<file path="config.mk">
export PLATFORM = sky130hd
export DESIGN_NAME = pbcc_channel
export DESIGN_NICKNAME = d
export VERILOG_FILES = /design/src/pkg/pbcc_pkg.sv /design/src/pkg/pbcc_filt_if.sv /design/src/rtl/pbcc_channel.sv /design/src/rtl/pbcc_sync_filt.sv
export SDC_FILE = /design/constraint.sdc
export NUM_CORES = 1
export LEC_CHECK = 0
export BUFFER_PORTS_ARGS = -buffer_cell sky130_fd_sc_hd__buf_2
export CORE_MARGIN = 1
export CORE_UTILIZATION = 32
export CTS_CLUSTER_DIAMETER = 50
export DETAILED_ROUTE_END_ITERATION = 12
export SYNTH_ARGS = -nofsm -noshare
export SYNTH_HDL_FRONTEND = slang
export SYNTH_HIERARCHICAL = 1
export SYNTH_SLANG_ARGS = --single-unit
</file>
<file path="constraint.sdc">
create_clock -name clk_sys -period 3.8 [get_ports clk_sys]
set_input_delay 0.57 -clock clk_sys [delete_from_list [all_inputs] [get_ports clk_sys]]
set_output_delay 0.57 -clock clk_sys [all_outputs]
set_load 0.02 [all_outputs]
</file>
<file path="src/pkg/pbcc_pkg.sv">
// Constants shared by the port bypass control channel and its input filter.
package pbcc_pkg;

    localparam int unsigned ADDR_W = 8;
    localparam int unsigned DATA_W = 8;
    localparam int unsigned PIN_N  = 2;
    localparam int unsigned EV_W   = 2;
    localparam int unsigned CNT_W  = 4;

    localparam logic [ADDR_W-1:0] CHAN_ADDR   = 8'h28;
    localparam logic [ADDR_W-1:0] IRQ_STAT    = 8'h30;
    localparam logic [ADDR_W-1:0] IRQ_MASK    = 8'h31;
    localparam logic [ADDR_W-1:0] IRQ_SRC     = 8'h32;
    localparam logic [ADDR_W-1:0] SRC_NONE    = 8'h00;
    localparam logic [DATA_W-1:0] RDATA_ZERO  = 8'h00;

    localparam int unsigned BIT_EN    = 7;
    localparam int unsigned BIT_SIGNAL_DETECT_IRQ_ENABLE = 6;
    localparam int unsigned BIT_FB    = 1;
    localparam int unsigned BIT_SD    = 0;

    localparam int unsigned IDX_FB = 0;
    localparam int unsigned IDX_SD = 1;

    localparam int unsigned EV_SD_EDGE = 0;
    localparam int unsigned EV_AUTOCLR = 1;

    localparam logic             FB_RST    = 1'b1;
    localparam logic             PIN_RST   = 1'b1;
    localparam logic [EV_W-1:0]  EV_ZERO   = 2'h0;
    localparam logic [PIN_N-1:0] PIN_ZERO  = 2'h0;
    localparam logic [CNT_W-1:0] CNT_ZERO  = 4'h0;
    localparam logic [CNT_W-1:0] CNT_ONE   = 4'h1;

    localparam int unsigned CLK_PERIOD_NS = 4;
    localparam int unsigned LOSS_LAT_NS   = 400;
    localparam int unsigned LOSS_LAT_CYC  = LOSS_LAT_NS / CLK_PERIOD_NS;
    localparam int unsigned FILT_NS       = 32;
    localparam int unsigned FILT_CYC_I    = (FILT_NS + CLK_PERIOD_NS - 1) / CLK_PERIOD_NS;
    localparam logic [CNT_W-1:0] FILT_CYC = CNT_W'(FILT_CYC_I);

endpackage

</file>
<file path="src/pkg/pbcc_filt_if.sv">
// Carrier between the channel core and its pin synchroniser and filter.
`timescale 1ns/10ps
interface pbcc_filt_if;
    logic [pbcc_pkg::PIN_N-1:0] pin_raw;
    logic [pbcc_pkg::PIN_N-1:0] level;
    logic [pbcc_pkg::PIN_N-1:0] toggle;

    modport filt (
        input  pin_raw,
        output level,
        output toggle
    );

    modport core (
        output pin_raw,
        input  level,
        input  toggle
    );
endinterface

</file>
<file path="src/rtl/pbcc_channel.sv">
// Port bypass control channel: register, pin takeover, auto-clear and interrupt.
//
// Contract
// - A cleared force_bypass bit drives the force-bypass pin low (Bypass mode), a set bit high (Normal mode).
// - While enabled, a low filtered signal-detect level clears force_bypass in hardware well within 400 ns.
// - Bits 1 and 0 always read the synchronised and filtered pin levels, enabled or not.
// - Once enabled, writes to force_bypass act at any time while the signal-detect input stays high.
// - While enabled, bit 0 is read-only and shows the signal-detect pin.
// - signal_detected reads one when a high-speed signal is detected and zero when it is not.
// - Setting bit 7 turns the first pin into the force-bypass output and the second into the detect input.
// - While enabled, the channel overrides all other pin configuration except the bypass-select function.
// - While disabled, the other bits of the channel register have no effect on the two pins.
// - This channel sits at address 28h and acts on pin_group5_bit1 and pin_group5_bit0.
// - With signal_detect_irq_enable set, each detect transition sets status bit 0 and loads the source; the interrupt follows mask bit 0.
`timescale 1ns/10ps
module pbcc_channel (
    // Clock and reset
    input  wire logic                          clk_sys,
    input  wire logic                          srst,
    // Register port
    input  wire logic [pbcc_pkg::ADDR_W-1:0]   reg_addr,
    input  wire logic [pbcc_pkg::DATA_W-1:0]   reg_wdata,
    input  wire logic                          reg_wr,
    input  wire logic                          reg_rd,
    output logic      [pbcc_pkg::DATA_W-1:0]   reg_rdata,
    // Force-bypass pin
    input  wire logic                          pin_group5_bit1_in,
    output logic                               pin_group5_bit1_out,
    output logic                               pin_group5_bit1_oe,
    // Signal-detect pin
    input  wire logic                          pin_group5_bit0_in,
    output logic                               pin_group5_bit0_out,
    output logic                               pin_group5_bit0_oe,
    // General pin configuration, index 0 is the force-bypass pin
    input  wire logic [pbcc_pkg::PIN_N-1:0]    gp_out_val,
    input  wire logic [pbcc_pkg::PIN_N-1:0]    gp_out_en,
    // Bypass-select function, index 0 is the force-bypass pin
    input  wire logic [pbcc_pkg::PIN_N-1:0]    bypass_sel_act,
    input  wire logic [pbcc_pkg::PIN_N-1:0]    bypass_sel_val,
    // Interrupt
    output logic                               irq,
    output logic                               interrupt_out_n,
    output logic      [pbcc_pkg::ADDR_W-1:0]   bit_change_irq_source
);

    typedef struct packed {
        logic                          en;
        logic                          signal_detect_irq_enable;
        logic                          fb;
        logic [pbcc_pkg::EV_W-1:0]     status;
        logic [pbcc_pkg::EV_W-1:0]     mask;
        logic [pbcc_pkg::ADDR_W-1:0]   src;
        logic [pbcc_pkg::DATA_W-1:0]   rdata;
        logic [pbcc_pkg::PIN_N-1:0]    pin_out;
        logic [pbcc_pkg::PIN_N-1:0]    pin_oe;
        logic                          irq;
    } pbcc_core_s;

    pbcc_core_s st;
    pbcc_core_s next_st;

    pbcc_filt_if fi ();

    logic                          wr_chan;
    logic                          wr_stat;
    logic                          wr_mask;
    logic                          sd_low;
    logic [pbcc_pkg::EV_W-1:0]     ev;
    logic [pbcc_pkg::EV_W-1:0]     w1c;
    logic [pbcc_pkg::DATA_W-1:0]   chan_rd;

    // Raw pins go straight to the synchroniser; nothing here looks at them.
    assign fi.pin_raw[pbcc_pkg::IDX_FB] = pin_group5_bit1_in;
    assign fi.pin_raw[pbcc_pkg::IDX_SD] = pin_group5_bit0_in;

    pbcc_sync_filt u_filt (
        .clk_sys (clk_sys),
        .srst    (srst),
        .fi      (fi)
    );

    assign wr_chan = reg_wr && (reg_addr == pbcc_pkg::CHAN_ADDR);
    assign wr_stat = reg_wr && (reg_addr == pbcc_pkg::IRQ_STAT);
    assign wr_mask = reg_wr && (reg_addr == pbcc_pkg::IRQ_MASK);

    assign sd_low = !fi.level[pbcc_pkg::IDX_SD];

    // The channel word shows both filtered pin levels, not the stored bypass
    // bit, so software can learn the strapped default before enabling.
    always_comb begin
        chan_rd                      = pbcc_pkg::RDATA_ZERO;
        chan_rd[pbcc_pkg::BIT_EN]    = st.en;
        chan_rd[pbcc_pkg::BIT_SIGNAL_DETECT_IRQ_ENABLE] = st.signal_detect_irq_enable;
        chan_rd[pbcc_pkg::BIT_FB]    = fi.level[pbcc_pkg::IDX_FB];
        chan_rd[pbcc_pkg::BIT_SD]    = fi.level[pbcc_pkg::IDX_SD];
    end

    always_comb begin
        w1c = pbcc_pkg::EV_ZERO;
        if (wr_stat) begin
            w1c = reg_wdata[pbcc_pkg::EV_W-1:0];
        end
    end

    always_comb begin
        next_st = st;
        ev      = pbcc_pkg::EV_ZERO;

        // Bit 0 is never stored, so it stays read-only whether or not the
        // channel is enabled.
        if (wr_chan) begin
            next_st.en    = reg_wdata[pbcc_pkg::BIT_EN];
            next_st.signal_detect_irq_enable = reg_wdata[pbcc_pkg::BIT_SIGNAL_DETECT_IRQ_ENABLE];
            next_st.fb    = reg_wdata[pbcc_pkg::BIT_FB];
        end

        // Hardware clear wins over a software write in the same cycle, so a
        // lost signal can never be masked by a late write of one.
        if (next_st.en && sd_low) begin
            next_st.fb = 1'b0;
            if (st.fb) begin
                ev[pbcc_pkg::EV_AUTOCLR] = 1'b1;
            end
        end

        if (st.signal_detect_irq_enable && fi.toggle[pbcc_pkg::IDX_SD]) begin
            ev[pbcc_pkg::EV_SD_EDGE] = 1'b1;
        end

        if (wr_mask) begin
            next_st.mask = reg_wdata[pbcc_pkg::EV_W-1:0];
        end

        // A new event in the cycle of its clear keeps the bit set.
        next_st.status = (st.status & ~w1c) | ev;

        if (ev[pbcc_pkg::EV_SD_EDGE]) begin
            next_st.src = pbcc_pkg::CHAN_ADDR;
        end else if (!next_st.status[pbcc_pkg::EV_SD_EDGE]) begin
            next_st.src = pbcc_pkg::SRC_NONE;
        end

        next_st.irq = |(next_st.status & next_st.mask);

        next_st.rdata = pbcc_pkg::RDATA_ZERO;
        if (reg_rd) begin
            unique case (reg_addr)
                pbcc_pkg::CHAN_ADDR: begin
                    next_st.rdata = chan_rd;
                end
                pbcc_pkg::IRQ_STAT: begin
                    next_st.rdata[pbcc_pkg::EV_W-1:0] = st.status;
                end
                pbcc_pkg::IRQ_MASK: begin
                    next_st.rdata[pbcc_pkg::EV_W-1:0] = st.mask;
                end
                pbcc_pkg::IRQ_SRC: begin
                    next_st.rdata = st.src;
                end
                default: begin
                    next_st.rdata = pbcc_pkg::RDATA_ZERO;
                end
            endcase
        end

        // Force-bypass pin: bypass select first, then the channel, then the
        // general configuration. The new bypass bit is used directly so the
        // auto-clear reaches the pin one edge after the filter drops.
        if (bypass_sel_act[pbcc_pkg::IDX_FB]) begin
            next_st.pin_out[pbcc_pkg::IDX_FB] = bypass_sel_val[pbcc_pkg::IDX_FB];
            next_st.pin_oe[pbcc_pkg::IDX_FB]  = 1'b1;
        end else if (next_st.en) begin
            next_st.pin_out[pbcc_pkg::IDX_FB] = next_st.fb;
            next_st.pin_oe[pbcc_pkg::IDX_FB]  = 1'b1;
        end else begin
            next_st.pin_out[pbcc_pkg::IDX_FB] = gp_out_val[pbcc_pkg::IDX_FB];
            next_st.pin_oe[pbcc_pkg::IDX_FB]  = gp_out_en[pbcc_pkg::IDX_FB];
        end

        // Signal-detect pin: released as an input while the channel owns it.
        if (bypass_sel_act[pbcc_pkg::IDX_SD]) begin
            next_st.pin_out[pbcc_pkg::IDX_SD] = bypass_sel_val[pbcc_pkg::IDX_SD];
            next_st.pin_oe[pbcc_pkg::IDX_SD]  = 1'b1;
        end else if (next_st.en) begin
            next_st.pin_out[pbcc_pkg::IDX_SD] = 1'b0;
            next_st.pin_oe[pbcc_pkg::IDX_SD]  = 1'b0;
        end else begin
            next_st.pin_out[pbcc_pkg::IDX_SD] = gp_out_val[pbcc_pkg::IDX_SD];
            next_st.pin_oe[pbcc_pkg::IDX_SD]  = gp_out_en[pbcc_pkg::IDX_SD];
        end
    end

    // Both pins come out of reset as undriven inputs, like every other pin.
    always_ff @(posedge clk_sys) begin
        if (srst) begin
            st.en      <= 1'b0;
            st.signal_detect_irq_enable   <= 1'b0;
            st.fb      <= pbcc_pkg::FB_RST;
            st.status  <= pbcc_pkg::EV_ZERO;
            st.mask    <= pbcc_pkg::EV_ZERO;
            st.src     <= pbcc_pkg::SRC_NONE;
            st.rdata   <= pbcc_pkg::RDATA_ZERO;
            st.pin_out <= pbcc_pkg::PIN_ZERO;
            st.pin_oe  <= pbcc_pkg::PIN_ZERO;
            st.irq     <= 1'b0;
        end else begin
            st <= next_st;
        end
    end

    assign reg_rdata             = st.rdata;
    assign pin_group5_bit1_out   = st.pin_out[pbcc_pkg::IDX_FB];
    assign pin_group5_bit1_oe    = st.pin_oe[pbcc_pkg::IDX_FB];
    assign pin_group5_bit0_out   = st.pin_out[pbcc_pkg::IDX_SD];
    assign pin_group5_bit0_oe    = st.pin_oe[pbcc_pkg::IDX_SD];
    assign irq                   = st.irq;
    assign interrupt_out_n       = !st.irq;
    assign bit_change_irq_source = st.src;

endmodule

</file>
<file path="src/rtl/pbcc_sync_filt.sv">
// Two-flop synchroniser and stability filter for the channel's two pins.
`timescale 1ns/10ps
module pbcc_sync_filt (
    // Clock and reset
    input  wire logic clk_sys,
    input  wire logic srst,
    // Core side
    pbcc_filt_if.filt fi
);

    typedef struct packed {
        logic [pbcc_pkg::PIN_N-1:0]                        meta;
        logic [pbcc_pkg::PIN_N-1:0]                        sync;
        logic [pbcc_pkg::PIN_N-1:0]                        level;
        logic [pbcc_pkg::PIN_N-1:0]                        toggle;
        logic [pbcc_pkg::PIN_N-1:0][pbcc_pkg::CNT_W-1:0]   cnt;
    } pbcc_filt_s;

    pbcc_filt_s st;
    pbcc_filt_s next_st;

    // A new level is taken only after it has stood for the whole filter window,
    // so a short glitch on the detect line never clears the bypass control.
    always_comb begin
        next_st      = st;
        next_st.meta = fi.pin_raw;
        next_st.sync = st.meta;
        for (int i = 0; i < pbcc_pkg::PIN_N; i++) begin
            next_st.toggle[i] = 1'b0;
            if (st.sync[i] == st.level[i]) begin
                next_st.cnt[i] = pbcc_pkg::CNT_ZERO;
            end else if (st.cnt[i] == pbcc_pkg::FILT_CYC - pbcc_pkg::CNT_ONE) begin
                next_st.cnt[i]    = pbcc_pkg::CNT_ZERO;
                next_st.level[i]  = st.sync[i];
                next_st.toggle[i] = 1'b1;
            end else begin
                next_st.cnt[i] = st.cnt[i] + pbcc_pkg::CNT_ONE;
            end
        end
    end

    // Pins power up pulled high, so the filter starts from a high level.
    always_ff @(posedge clk_sys) begin
        if (srst) begin
            st.meta   <= {pbcc_pkg::PIN_N{pbcc_pkg::PIN_RST}};
            st.sync   <= {pbcc_pkg::PIN_N{pbcc_pkg::PIN_RST}};
            st.level  <= {pbcc_pkg::PIN_N{pbcc_pkg::PIN_RST}};
            st.toggle <= pbcc_pkg::PIN_ZERO;
            st.cnt    <= '0;
        end else begin
            st <= next_st;
        end
    end

    assign fi.level  = st.level;
    assign fi.toggle = st.toggle;

endmodule

</file>
* Yosys cells after proc, flatten, opt, wreduce, memory -nomap -nowiden
Cells that the tools add are included.
Storage, ports and cells: bits in registers 37
Cells by class: add/subtract/negate cells 2, eq/ne operators 9, multiplexer cells 20, bitwise gates (word level) 7, reduce and logical (&&, ||, !) cells 14
Operators by type and width (count):
- $eq 8x6->1 const B | 4
- $mux 1 | 13
- $mux 6 | 2
- $pmux 6 s2 | 1
- $add 4x1->4 const B | 2
- $eq 4x3->1 const B | 2
- $pmux 2 s3 | 1
- $reduce_or 2->1 | 3
- $reduce_or 3->1 | 2
- $logic_and 1x1->1 | 5
- $and 2x2->2 | 2
- $mux 2 | 2
- $reduce_and 2->1 | 2
- $mux 3 | 1
- $not 1->1 | 3
- $eq 1x1->1 | 2
- $logic_not 1->1 | 2
- $ne 2x1->1 const B | 1
- $not 2->2 | 1
- $or 2x2->2 | 1

* Logic depth before layout (Yosys ltp)
Gate-level depths: netlist (run 1).
depth after elaboration 8, gate-level depth with buffers 5, gate-level depth less buffers 5

* Cells and area by module
The synthesis (run 1) kept the hierarchy.
Modules (own cells, without submodules):
- pbcc_channel | times used 1, cells each 104, area an instance 952.2 sq um
- pbcc_sync_filt | times used 1, cells each 58, area an instance 608.1 sq um

* Worst setup path after synthesis (run 1)
Ideal clock, no wire load.
kind input to register, from input reg_addr[7] (netlist bit), to register irq (netlist name), data arrival time 1.598 ns, data required time 3.712 ns, path slack 2.114 ns, stages 5, path buffers 0, cells stage by stage nor3b_4 nand4_4 mux2i_4 a2bb2oi_2 o32ai_2
On the way: word-level cells in the longest chain between the ends 8, elaborated cells between the ends (all ways) 16, those cells by class 3 x eq/ne; 4 x mux; 4 x bitwise; 5 x reduce/logical
RTL lines:
- start: declaration | RTL line pbcc_channel.sv:21 | input wire logic [pbcc_pkg::ADDR_W-1:0] reg_addr,
- $eq 8x6->1, on equally long branches | RTL line pbcc_channel.sv:82, pbcc_channel.sv:83
- $logic_and 1x1->1, on equally long branches | RTL line pbcc_channel.sv:82, pbcc_channel.sv:83
- $mux 3 / $mux 2 (equally long branches) | RTL line pbcc_channel.sv:111, pbcc_channel.sv:100
- $logic_and 1x1->1 / $not 2->2 (equally long branches) | RTL line pbcc_channel.sv:119, pbcc_channel.sv:135
- $mux 1 / $and 2x2->2 (equally long branches) | RTL line pbcc_channel.sv:119, pbcc_channel.sv:135
- $or 2x2->2 | RTL line pbcc_channel.sv:135 | next_st.status = (st.status & ~w1c) | ev;
- $and 2x2->2 * | RTL line pbcc_channel.sv:143 | next_st.irq = |(next_st.status & next_st.mask);
- $reduce_or 2->1 * | RTL line pbcc_channel.sv:143
Every way passes the cells marked *; elsewhere a longest branch is shown, timed or not. A chain may end at the register's enable or synchronous reset.

* Worst setup path in the final report (run 1)
from input reg_addr[7] (netlist bit), to register irq (netlist name)
On the way: word-level cells in the longest chain between the ends 8, elaborated cells between the ends (all ways) 16, those cells by class 3 x eq/ne; 4 x mux; 4 x bitwise; 5 x reduce/logical
RTL lines (RTL line):
- $eq 8x6->1, on equally long branches | pbcc_channel.sv:82, pbcc_channel.sv:83
- $logic_and 1x1->1, on equally long branches | pbcc_channel.sv:82, pbcc_channel.sv:83
- $mux 3 / $mux 2 (equally long branches) | pbcc_channel.sv:111, pbcc_channel.sv:100
- $logic_and 1x1->1 / $not 2->2 (equally long branches) | pbcc_channel.sv:119, pbcc_channel.sv:135
- $mux 1 / $and 2x2->2 (equally long branches) | pbcc_channel.sv:119, pbcc_channel.sv:135
- $or 2x2->2 | pbcc_channel.sv:135
- $and 2x2->2 * | pbcc_channel.sv:143
- $reduce_or 2->1 * | pbcc_channel.sv:143
Marks and branches as above.

==> results of run 1 <==
[cells in the final DEF, fill, tap and decap left out, types with 3 or more instances in the layout]
cell	n
sky130_fd_sc_hd__a21oi_1	8
sky130_fd_sc_hd__and3_1	3
sky130_fd_sc_hd__buf_2	39
sky130_fd_sc_hd__clkbuf_8	7
sky130_fd_sc_hd__conb_1	8
sky130_fd_sc_hd__dfxtp_1	33
sky130_fd_sc_hd__inv_1	8
sky130_fd_sc_hd__mux2i_1	3
sky130_fd_sc_hd__nand2_1	10
sky130_fd_sc_hd__nand2b_1	4
sky130_fd_sc_hd__nand3_1	6
sky130_fd_sc_hd__nand3b_1	3
sky130_fd_sc_hd__nor2_1	21
sky130_fd_sc_hd__or2_2	5
sky130_fd_sc_hd__xor2_1	4
[power groups by stage]
stage | logic, mW | registers, mW | clock network, mW
finish | 0.0526 | 0.353 | 0.290
global route | 0.0586 | 0.353 | 0.320
CTS | 0.0532 | 0.353 | 0.301
detailed placement | 0.0527 | 0.361 | 0
global placement | 0.0526 | 0.361 | 0
floorplan | 0.0299 | 0.364 | 0
[stage by stage]
step	total power, mW	hold WS, ns	setup slack, ns	instances	util
floorplan	0.3943	0.3895	2.114	166	-
detailed placement	0.4137	0.3928	1.843	237	0.3730
global route	0.7324	0.4246	2.044	245	0.3957
global placement	0.4134	0.3937	1.855	237	0.3730
finish	0.6951	0.4092	2.128	245	0.3957
CTS	0.7073	0.4092	2.134	245	0.3957
[state kept, by name (all words and copies together), names as in the netlist]
signal,count
u_filt/fi.toggle,1
irq,1
st,5
pin_group5_bit0_oe,1
u_filt/st,10
pin_group5_bit1_out,1
chan_rd,2
u_filt/fi.level,2
pin_group5_bit0_out,1
pin_group5_bit1_oe,1
u_filt/next_st,2
bit_change_irq_source,1
reg_rdata,5
[path summary, 6_finish.rpt]
kind              depth (start not counted)  slack, ns                             from                              to
setup reg to reg                          4       2.54  u_filt/fi.level[1]$_SDFFE_PP1P_  pin_group5_bit1_out$_SDFF_PP0_
setup / recovery                          6       2.13                      reg_addr[7]                  irq$_SDFF_PP0_
hold reg to reg                           1       0.41    u_filt/next_st[13]$_SDFF_PP1_        u_filt/st[13]$_SDFF_PP1_
hold / removal                            1       0.41    u_filt/next_st[13]$_SDFF_PP1_        u_filt/st[13]$_SDFF_PP1_
[area by class of cell]
type / instances / share of cell area
clock buffer: 7 / 0.05442
clock inverter: 1 / 0.002827
tap: 52 / 0.03675
sequential: 33 / 0.3731
timing repair buffer: 39 / 0.1102
inverter: 8 / 0.01696
multi-input combinational: 105 / 0.4057
[worst max-delay path, stage by stage]
cell and delay, ns:
sky130_fd_sc_hd__buf_2 0.12, sky130_fd_sc_hd__nor3b_4 0.28, sky130_fd_sc_hd__nand4_4 0.19, sky130_fd_sc_hd__mux2i_4 0.25, sky130_fd_sc_hd__a2bb2oi_2 0.19, sky130_fd_sc_hd__o32ai_2 0.26
[per-layer routing]
metal  vias up  track usage  share of wire
li1        572            -              -
met1       495       0.1392           0.47
met2        32       0.1848           0.46
met3         5      0.03134          0.053
met4         0      0.07333          0.018
met5         -            0              0
==> impl_summary.txt, run 1 <==
----------------------------------------------------
[Finish]
  Fraction of final layout cells with drive strength greater than 1 ... 0.3368
  Diodes inserted ... 0
  Seq. cell area ... around 660 µm²
  Area of the multi-input gates ... between 700 and 800 µm²
  Layout Area Growth over Synthesis ... 15.79%
  Fill count ... 455
  Post-route cell area ... 1770 µm²
  Number of nets at the end of the flow ... approximately 220

[Floorplanning]
  Chip width ... approximately 71 µm
  Top-Level Pins ... 52
  Area of the die ... 5059 µm²
  Die Height ... 71.13 µm
  Rows ... 24
  Core outline area ... 4474 µm²
  Initial Utilization ... 0.3417

[Critical path]
  Arrival time of the worst setup path ... 1.86 ns
  Endpoint class of the critical path ... register
  Maximum net fanout on the critical path ... 5
  Critical path class ... in -> reg
  Critical path required time ... 3.99 ns
  Sort of element at the start of the critical path ... input pin

[Clocking]
  Sink Count ... 33
  Clk Tree Root Cell ... sky130_fd_sc_hd__clkbuf_8
  Clock tree buffer depth ... 2
  # hold bufs at CTS ... 0
  Clk slew on worst S/H paths ... 0.07 ns
  Count of H-tree levels built during CTS ... 2
  Inserted Clock Buffers ... 5
  Total setup buffers inserted after CTS ... 0
  Post-cts gate resize count ... 0
  Skew-Pair Late Insertion Delay ... 0.28 ns
  CTS tree ... yes

[Synth]
  Syn_area_per_cell ... around 9.6 µm²
  Instance count of the mapped netlist ... 159
  Post-synthesis instance area ... between 1500 and 2000 µm²
  Synth warnings ... 6

[STA]
  Post-route clock period utilization ... 0.4401
  Skew final ... 0.005794 ns
  Hold Violations, Final ... 0
  Top achievable clock speed ... 0.5980 GHz
  Total Neg Setup Slack ... 0 ns
  Total count of max-transition violations in the final report ... 0
  Final number of setup-violating endpoints ... 0
  Unrepaired setup endpoints after global routing ... no
  Minimum period implied by the final worst setup slack ... 1.672 ns

[Routing]
  WL/cell ... 10.84 µm
  Antenna Nets Post-Route ... 0
  Via density per instance ... 4.506
  Pre-antenna DRT Iters ... 9
  Vias ... ~1,100
  Detailed Route Iter0 Violations ... 72
  Remaining routing DRC violations ... 5
  Total wirelength of the detailed-routed design ... 2.656 mm

[Pwr]
  Cell-internal power ... 0.5354 mW
  Total net switching power ... 0.1597 mW
  Part of the power in combinational logic ... 0.076
  Max VDD drop ... 0.1282 mV
  Sequential fraction of design power ... 0.508
  Ratio of total power to cell area ... 392.6 nW/µm²
  Clock power share ... 0.417
  Standby leakage power ... between 0.8 and 0.9 nW
  Fraction of power spent switching nets ... 0.2297

[Run status]
  Violations in the final reports ... design-rule violations
  Result of the run ... finished with violations

[Hold path]
  Worst min-delay path category ... reg -> reg

[Global route]
  Number of global-route vias before repair ... about 1,000
  Antenna violations before repair ... 0
  First-pass GRT wire length ... 4.464 mm
  Total overflow reported by the global router ... 0
  Pin count of the biggest net entering global routing ... 25
  GRT Total Usage ... 0.1162

[Flow run]
  Maximum Capacitance Violations ... 0

[Place]
  Cell Area, Placed ... roughly 1700 µm²
  Detailed-placement wirelength estimate ... between 1.5 and 2 mm
  Port-buffer cells ... 39
  Placer Congestion ... 0.7239

----------------------------------------------------
(Power assumes the default switching activity.)
==> run 2, diff against run 1 <==
ABC_AREA = 1   (was unset)
clock period = 1.53 ns   (was 3.8 ns; I/O delays follow)
==> impl_summary.txt, run 2 <==
----------------------------------------------------
[Floorplanning]
  Rows ... 25
  Die Height ... 72.22 µm
  Area of the die ... 5215 µm²
  Initial Utilization ... 0.3340
  Top-Level Pins ... 52
  Core outline area ... 4723 µm²
  Chip width ... 72.22 µm

[Finish]
  Fill count ... 508
  Most frequent cells in the layout ... sky130_fd_sc_hd__buf_2 (39), sky130_fd_sc_hd__dfxtp_1 (33), sky130_fd_sc_hd__nand2_1 (32)
  Largest reg by FF count ... u_filt/st
  Diodes inserted ... 0
  Commonest non-fill, non-tap cell in the layout ... sky130_fd_sc_hd__buf_2
  Number of nets at the end of the flow ... 267
  Flip-flop count of the largest register after layout ... 10
  Layout Area Growth over Synthesis ... 15.78%
  Fraction of final layout cells with drive strength greater than 1 ... 0.3263
  Share of the core filled with cells in the final layout ... 0.3868

[Routing]
  Detailed Route Iter0 Violations ... 43
  Vias ... about 1,300
  Antenna Nets Post-Route ... 0
  Pre-antenna DRT Iters ... 4
  WL/cell ... 9.422 µm
  Remaining routing DRC violations ... 0
  Via density per instance ... 4.221
  Total wirelength of the detailed-routed design ... roughly 2.9 mm

[STA]
  Top achievable clock speed ... 0.9138 GHz
  Total Neg Setup Slack ... 0 ns
  Post-route clock period utilization ... 0.7153
  Minimum period implied by the final worst setup slack ... 1.094 ns
  Total count of max-transition violations in the final report ... 0
  Skew final ... 0.003772 ns
  Hold Violations, Final ... 0
  Final number of setup-violating endpoints ... 0
  Unrepaired setup endpoints after global routing ... no

[Synth]
  Syn_area_per_cell ... 7.889 µm²
  Post-synthesis instance area ... 1578 µm²
  Instance count of the mapped netlist ... 200
  Synth warnings ... 6

[Place]
  Port-buffer cells ... 39
  Detailed-placement wirelength estimate ... 2.244 mm
  Placer Congestion ... between 0.7 and 0.8

[Global route]
  Antenna violations before repair ... 0
  Pin count of the biggest net entering global routing ... 15
  Total overflow reported by the global router ... 0
  Number of global-route vias before repair ... 1,154
  First-pass GRT wire length ... roughly 4.8 mm
  GRT Total Usage ... 0.1192

[Clocking]
  Sink Count ... 33
  Skew-Pair Late Insertion Delay ... approximately 0.28 ns
  Count of H-tree levels built during CTS ... 2
  Inserted Clock Buffers ... 5
  Clk slew on worst S/H paths ... 0.06 ns
  # hold bufs at CTS ... 0
  Post-cts gate resize count ... 0
  Clock tree buffer depth ... 2
  Total setup buffers inserted after CTS ... 0
  CTS tree ... yes
  Clk Tree Root Cell ... sky130_fd_sc_hd__clkbuf_8

[Pwr]
  Max VDD drop ... about 0.36 mV
  Clock power share ... 0.376
  Ratio of total power to cell area ... between 800 and 900 nW/µm²
  Fraction of power spent switching nets ... 0.2406
  Sequential fraction of design power ... 0.539
  Standby leakage power ... 0.8641 nW
  Part of the power in combinational logic ... 0.085
  Total net switching power ... 0.3923 mW
  Cell-internal power ... about 1.2 mW

[Run status]
  Result of the run ... completed

[Critical path]
  Endpoint class of the critical path ... register
  Crit path max-delay cell type ... sky130_fd_sc_hd__o21ai_0
  Cell-by-cell listing of the critical path ... buf_2 > nor2_2 > nand3_2 > inv_2 > nand4_1 > o21ai_0 > nand2_1 > nand2_1 > o21ai_2
  Arrival time of the worst setup path ... 1.27 ns
  Sort of element at the start of the critical path ... input pin
  Maximum single-stage delay on the critical path ... roughly 0.24 ns
  Most used cell along the critical path ... sky130_fd_sc_hd__nand2_1
  Critical path class ... in -> reg
  Critical path required time ... 1.71 ns
  Maximum net fanout on the critical path ... 5

[Flow run]
  Maximum Capacitance Violations ... 0

[Hold path]
  Worst min-delay path category ... in -> reg

----------------------------------------------------
## run 2: cell type report
class,count,area [µm²],area share
clock buffers,6,72.57,0.03973
clock inverters,2,10.01,0.005479
flip-flops and latches,33,660.6,0.3616
inverters,31,117.6,0.06438
well taps,67,83.83,0.04589
repair buffers,41,210.2,0.1151
multi-input cells,123,671.9,0.3678
## run 2: power by group through the flow
stage	combinational [mW]	clock [mW]	sequential (mW)
after global placement	0.137	0	0.898
after global routing	0.155	0.682	0.879
after detailed placement	0.139	0	0.898
final	0.138	0.613	0.879
after CTS	0.139	0.640	0.878
after floorplan	0.0833	0	0.906
## run 2: critical path: cells and delay by family
family,cells,cell delay (ns)
AO/OA/AOI/OAI,2,0.29
buffers and inverters,2,0.21
AND/OR/NAND/NOR,5,0.54
## run 2: routing by layer
metal / share of wire / GRT usage
met5: 0 / 0
met4: 0.012 / 0.04575
met3: 0.051 / 0.03889
met2: 0.49 / 0.2035
met1: 0.44 / 0.1383
## run 2: metrics by stage
| step | hold slack [ns] | total power [mW] | cells | setup WS [ns] | cell area (µm²) |
|---|---|---|---|---|---|
| global placement | 0.3905 | 1.035 | 295 | 0.1465 | 1744 |
| finish | 0.1277 | 1.631 | 303 | 0.4357 | 1827 |
| detailed placement | 0.3980 | 1.036 | 295 | 0.1560 | 1744 |
| global route | 0.1239 | 1.716 | 303 | 0.3636 | 1827 |
| CTS | 0.1181 | 1.657 | 303 | 0.4407 | 1827 |
| floorplan | 0.3333 | 0.9898 | 207 | 0.4171 | 1604 |
## run 2: final timing paths
check                                                   start                             to  slack [ns]  cells after the start
worst max-delay path                              reg_addr[7]                 irq$_SDFF_PP0_        0.44                      9
worst min-delay path                       pin_group5_bit0_in  u_filt/next_st[13]$_SDFF_PP1_        0.13                      2
worst max register to register        u_filt/st[4]$_SDFF_PP0_        u_filt/st[4]$_SDFF_PP0_        0.51                      4
worst min register to register  u_filt/next_st[13]$_SDFF_PP1_       u_filt/st[13]$_SDFF_PP1_        0.41                      1
==> run 3, diff against run 2 <==
clock period = 0.9 ns   (was 1.53 ns; I/O delays follow)
==> impl_summary.txt, run 3 (same netlist as run 2, synthesis figures left out) <==
----------------------------------------------------
[Finish]
  Post-route cell area ... 2223 µm²
  Commonest non-fill, non-tap cell in the layout ... sky130_fd_sc_hd__nand2_1
  Number of nets at the end of the flow ... 289
  Most frequent cells in the layout ... sky130_fd_sc_hd__nand2_1 (28), sky130_fd_sc_hd__buf_2 (27), sky130_fd_sc_hd__buf_4 (25)
  Layout Area Growth over Synthesis ... 40.92%
  Diodes inserted ... 0
  Largest reg by FF count ... u_filt/st
  Flip-flop count of the largest register after layout ... 10
  Share of the core filled with cells in the final layout ... 0.4707
  Fraction of final layout cells with drive strength greater than 1 ... 0.5155

[Critical path]
  Critical path class ... reg -> out
  Endpoint class of the critical path ... primary output
  Maximum net fanout on the critical path ... 2
  Maximum single-stage delay on the critical path ... 0.35 ns
  Critical path required time ... 0.76 ns
  Arrival time of the worst setup path ... 0.79 ns
  Crit path max-delay cell type ... sky130_fd_sc_hd__dfxtp_2
  Cell-by-cell listing of the critical path ... inv_2 > buf_6
  Sort of element at the start of the critical path ... register
  Count of cells along the worst register-to-register path ... 8

[STA]
  Worst-case setup margin in the final layout ... -0.02206 ns
  Top achievable clock speed ... 1.085 GHz
  Unrepaired setup endpoints after global routing ... yes
  Skew final ... 0.005909 ns
  Total count of max-transition violations in the final report ... 0
  Minimum period implied by the final worst setup slack ... around 0.92 ns
  Total Neg Setup Slack ... -0.06943 ns
  Final number of setup-violating endpoints ... 7
  Hold Violations, Final ... 0
  Worst hold margin ... 0.03190 ns
  Post-route clock period utilization ... 1.025

[Clocking]
  Clock tree buffer depth ... 2
  Count of H-tree levels built during CTS ... 2
  Inserted Clock Buffers ... 5
  Skew-Pair Late Insertion Delay ... 0.28 ns
  Clk slew on worst S/H paths ... 0.07 ns
  # hold bufs at CTS ... 0
  Clk Tree Root Cell ... sky130_fd_sc_hd__clkbuf_8
  Sink Count ... 33
  CTS tree ... yes

[Global route]
  First-pass GRT wire length ... 5.181 mm
  GRT Total Usage ... 0.1286
  Total overflow reported by the global router ... 0
  Pin count of the biggest net entering global routing ... 11
  Number of global-route vias before repair ... 1,224
  Antenna violations before repair ... 0

[Run status]
  Violations in the final reports ... negative setup slack
  Result of the run ... finished with violations

[Place]
  Cell Area, Placed ... 1899 µm²
  Placer Congestion ... 0.7623
  Port-buffer cells ... 39
  Detailed-placement wirelength estimate ... 2.358 mm

[Pwr]
  Standby leakage power ... ~1 nW
  Ratio of total power to cell area ... between 1000 and 1500 nW/µm²
  Max VDD drop ... roughly 0.92 mV

[Floorplanning]
  Top-Level Pins ... 52
  Area of the die ... 5215 µm²
  Initial Utilization ... 0.3340
  Die Height ... about 72 µm
  Rows ... 25
  Core outline area ... between 4000 and 5000 µm²
  Chip width ... 72.22 µm

[Routing]
  Via density per instance ... 4.255
  Highest signal layer in the routed design ... met4
  Antenna Nets Post-Route ... 0
  Wire length on met1 ... 1.356 mm
  Vias ... 1,383
  Total wirelength of the detailed-routed design ... 3.181 mm
  Detailed Route Iter0 Violations ... 27
  Remaining routing DRC violations ... 0
  WL/cell ... roughly 9.8 µm
  Met2 wire length ... 1.647 mm
  Pre-antenna DRT Iters ... 4
  Detailed-routed wire length on met3 ... ~150 µm

[Flow run]
  Maximum Capacitance Violations ... 0

[Hold path]
  Worst min-delay path category ... in -> reg
  Hold depth ... 2

----------------------------------------------------
==> run 3: changes by cell type in the layout (fill, tap and decap cells not counted), moves of 4 or more <==
cell | before | now
sky130_fd_sc_hd__dfxtp_1 | 33 | 23
sky130_fd_sc_hd__nand2_1 | 32 | 28
sky130_fd_sc_hd__dfxtp_2 | 0 | 9
sky130_fd_sc_hd__nor2_1 | 15 | 10
sky130_fd_sc_hd__buf_6 | 0 | 11
sky130_fd_sc_hd__nand2_2 | 3 | 7
sky130_fd_sc_hd__buf_4 | 2 | 25
sky130_fd_sc_hd__buf_2 | 39 | 27
==> run 3: stage by stage <==
step                worst slack [ns]  power (mW)  cells
floorplan                   -0.08612       1.686    207
global placement             -0.2927       1.791    313
detailed placement           -0.2968       1.793    313
CTS                         -0.01868       3.033    323
global route                 -0.1127       3.140    325
finish                      -0.02206       3.016    325
==> run 3: routing by layer <==
layer	track usage	up-vias
li1	-	722
met1	0.1497	626
met2	0.2233	31
met3	0.03889	4
met4	0.04575	0
met5	0	-
==> run 3: where the power goes <==
| part | switching (mW) | leakage [nW] | internal [mW] |
|---|---|---|---|
| clock network | 0.537 | 0.0542 | 0.691 |
| logic | 0.170 | 0.672 | 0.127 |
| registers | 0.0103 | 0.272 | 1.48 |
==> run 3: worst max-delay path: cells and delay by family, from the launching register on <==
kind / cells / cell delay [ns]
flops: 1 / 0.35
buf+inv: 2 / 0.16
==> run 3: worst paths after layout <==
path | startpoint | to | slack (ns)
worst min register to register | u_filt/next_st[13]$_SDFF_PP1_ | u_filt/st[13]$_SDFF_PP1_ | 0.41
worst max register to register | chan_rd[7]$_SDFF_PP0_ | irq$_SDFF_PP0_ | -0.01
worst max-delay path | irq$_SDFF_PP0_ | interrupt_out_n | -0.02
worst min-delay path | pin_group5_bit0_in | u_filt/next_st[13]$_SDFF_PP1_ | 0.03
==> run 3: timing repair <==
item / CTS / global route
hold endpoints to repair: 0 / 0
setup endpoints to repair: 16 / 30
pin swaps: 7 / 17
buffers inserted: 2 / 2
gates resized for setup: 20 / 39
cloned: 0 / 0
==> run 3: area by class of cell <==
cell class                      instances  area, µm²
Fill cell                             483       2500
Multi-Input combinational cell        123      798.3
Sequential cell                        33      675.6
Timing Repair Buffer                   63      446.7
Inverter                               31      117.6
Clock buffer                            7      96.34
Tap cell                               67      83.83
Clock inverter                          1      5.005
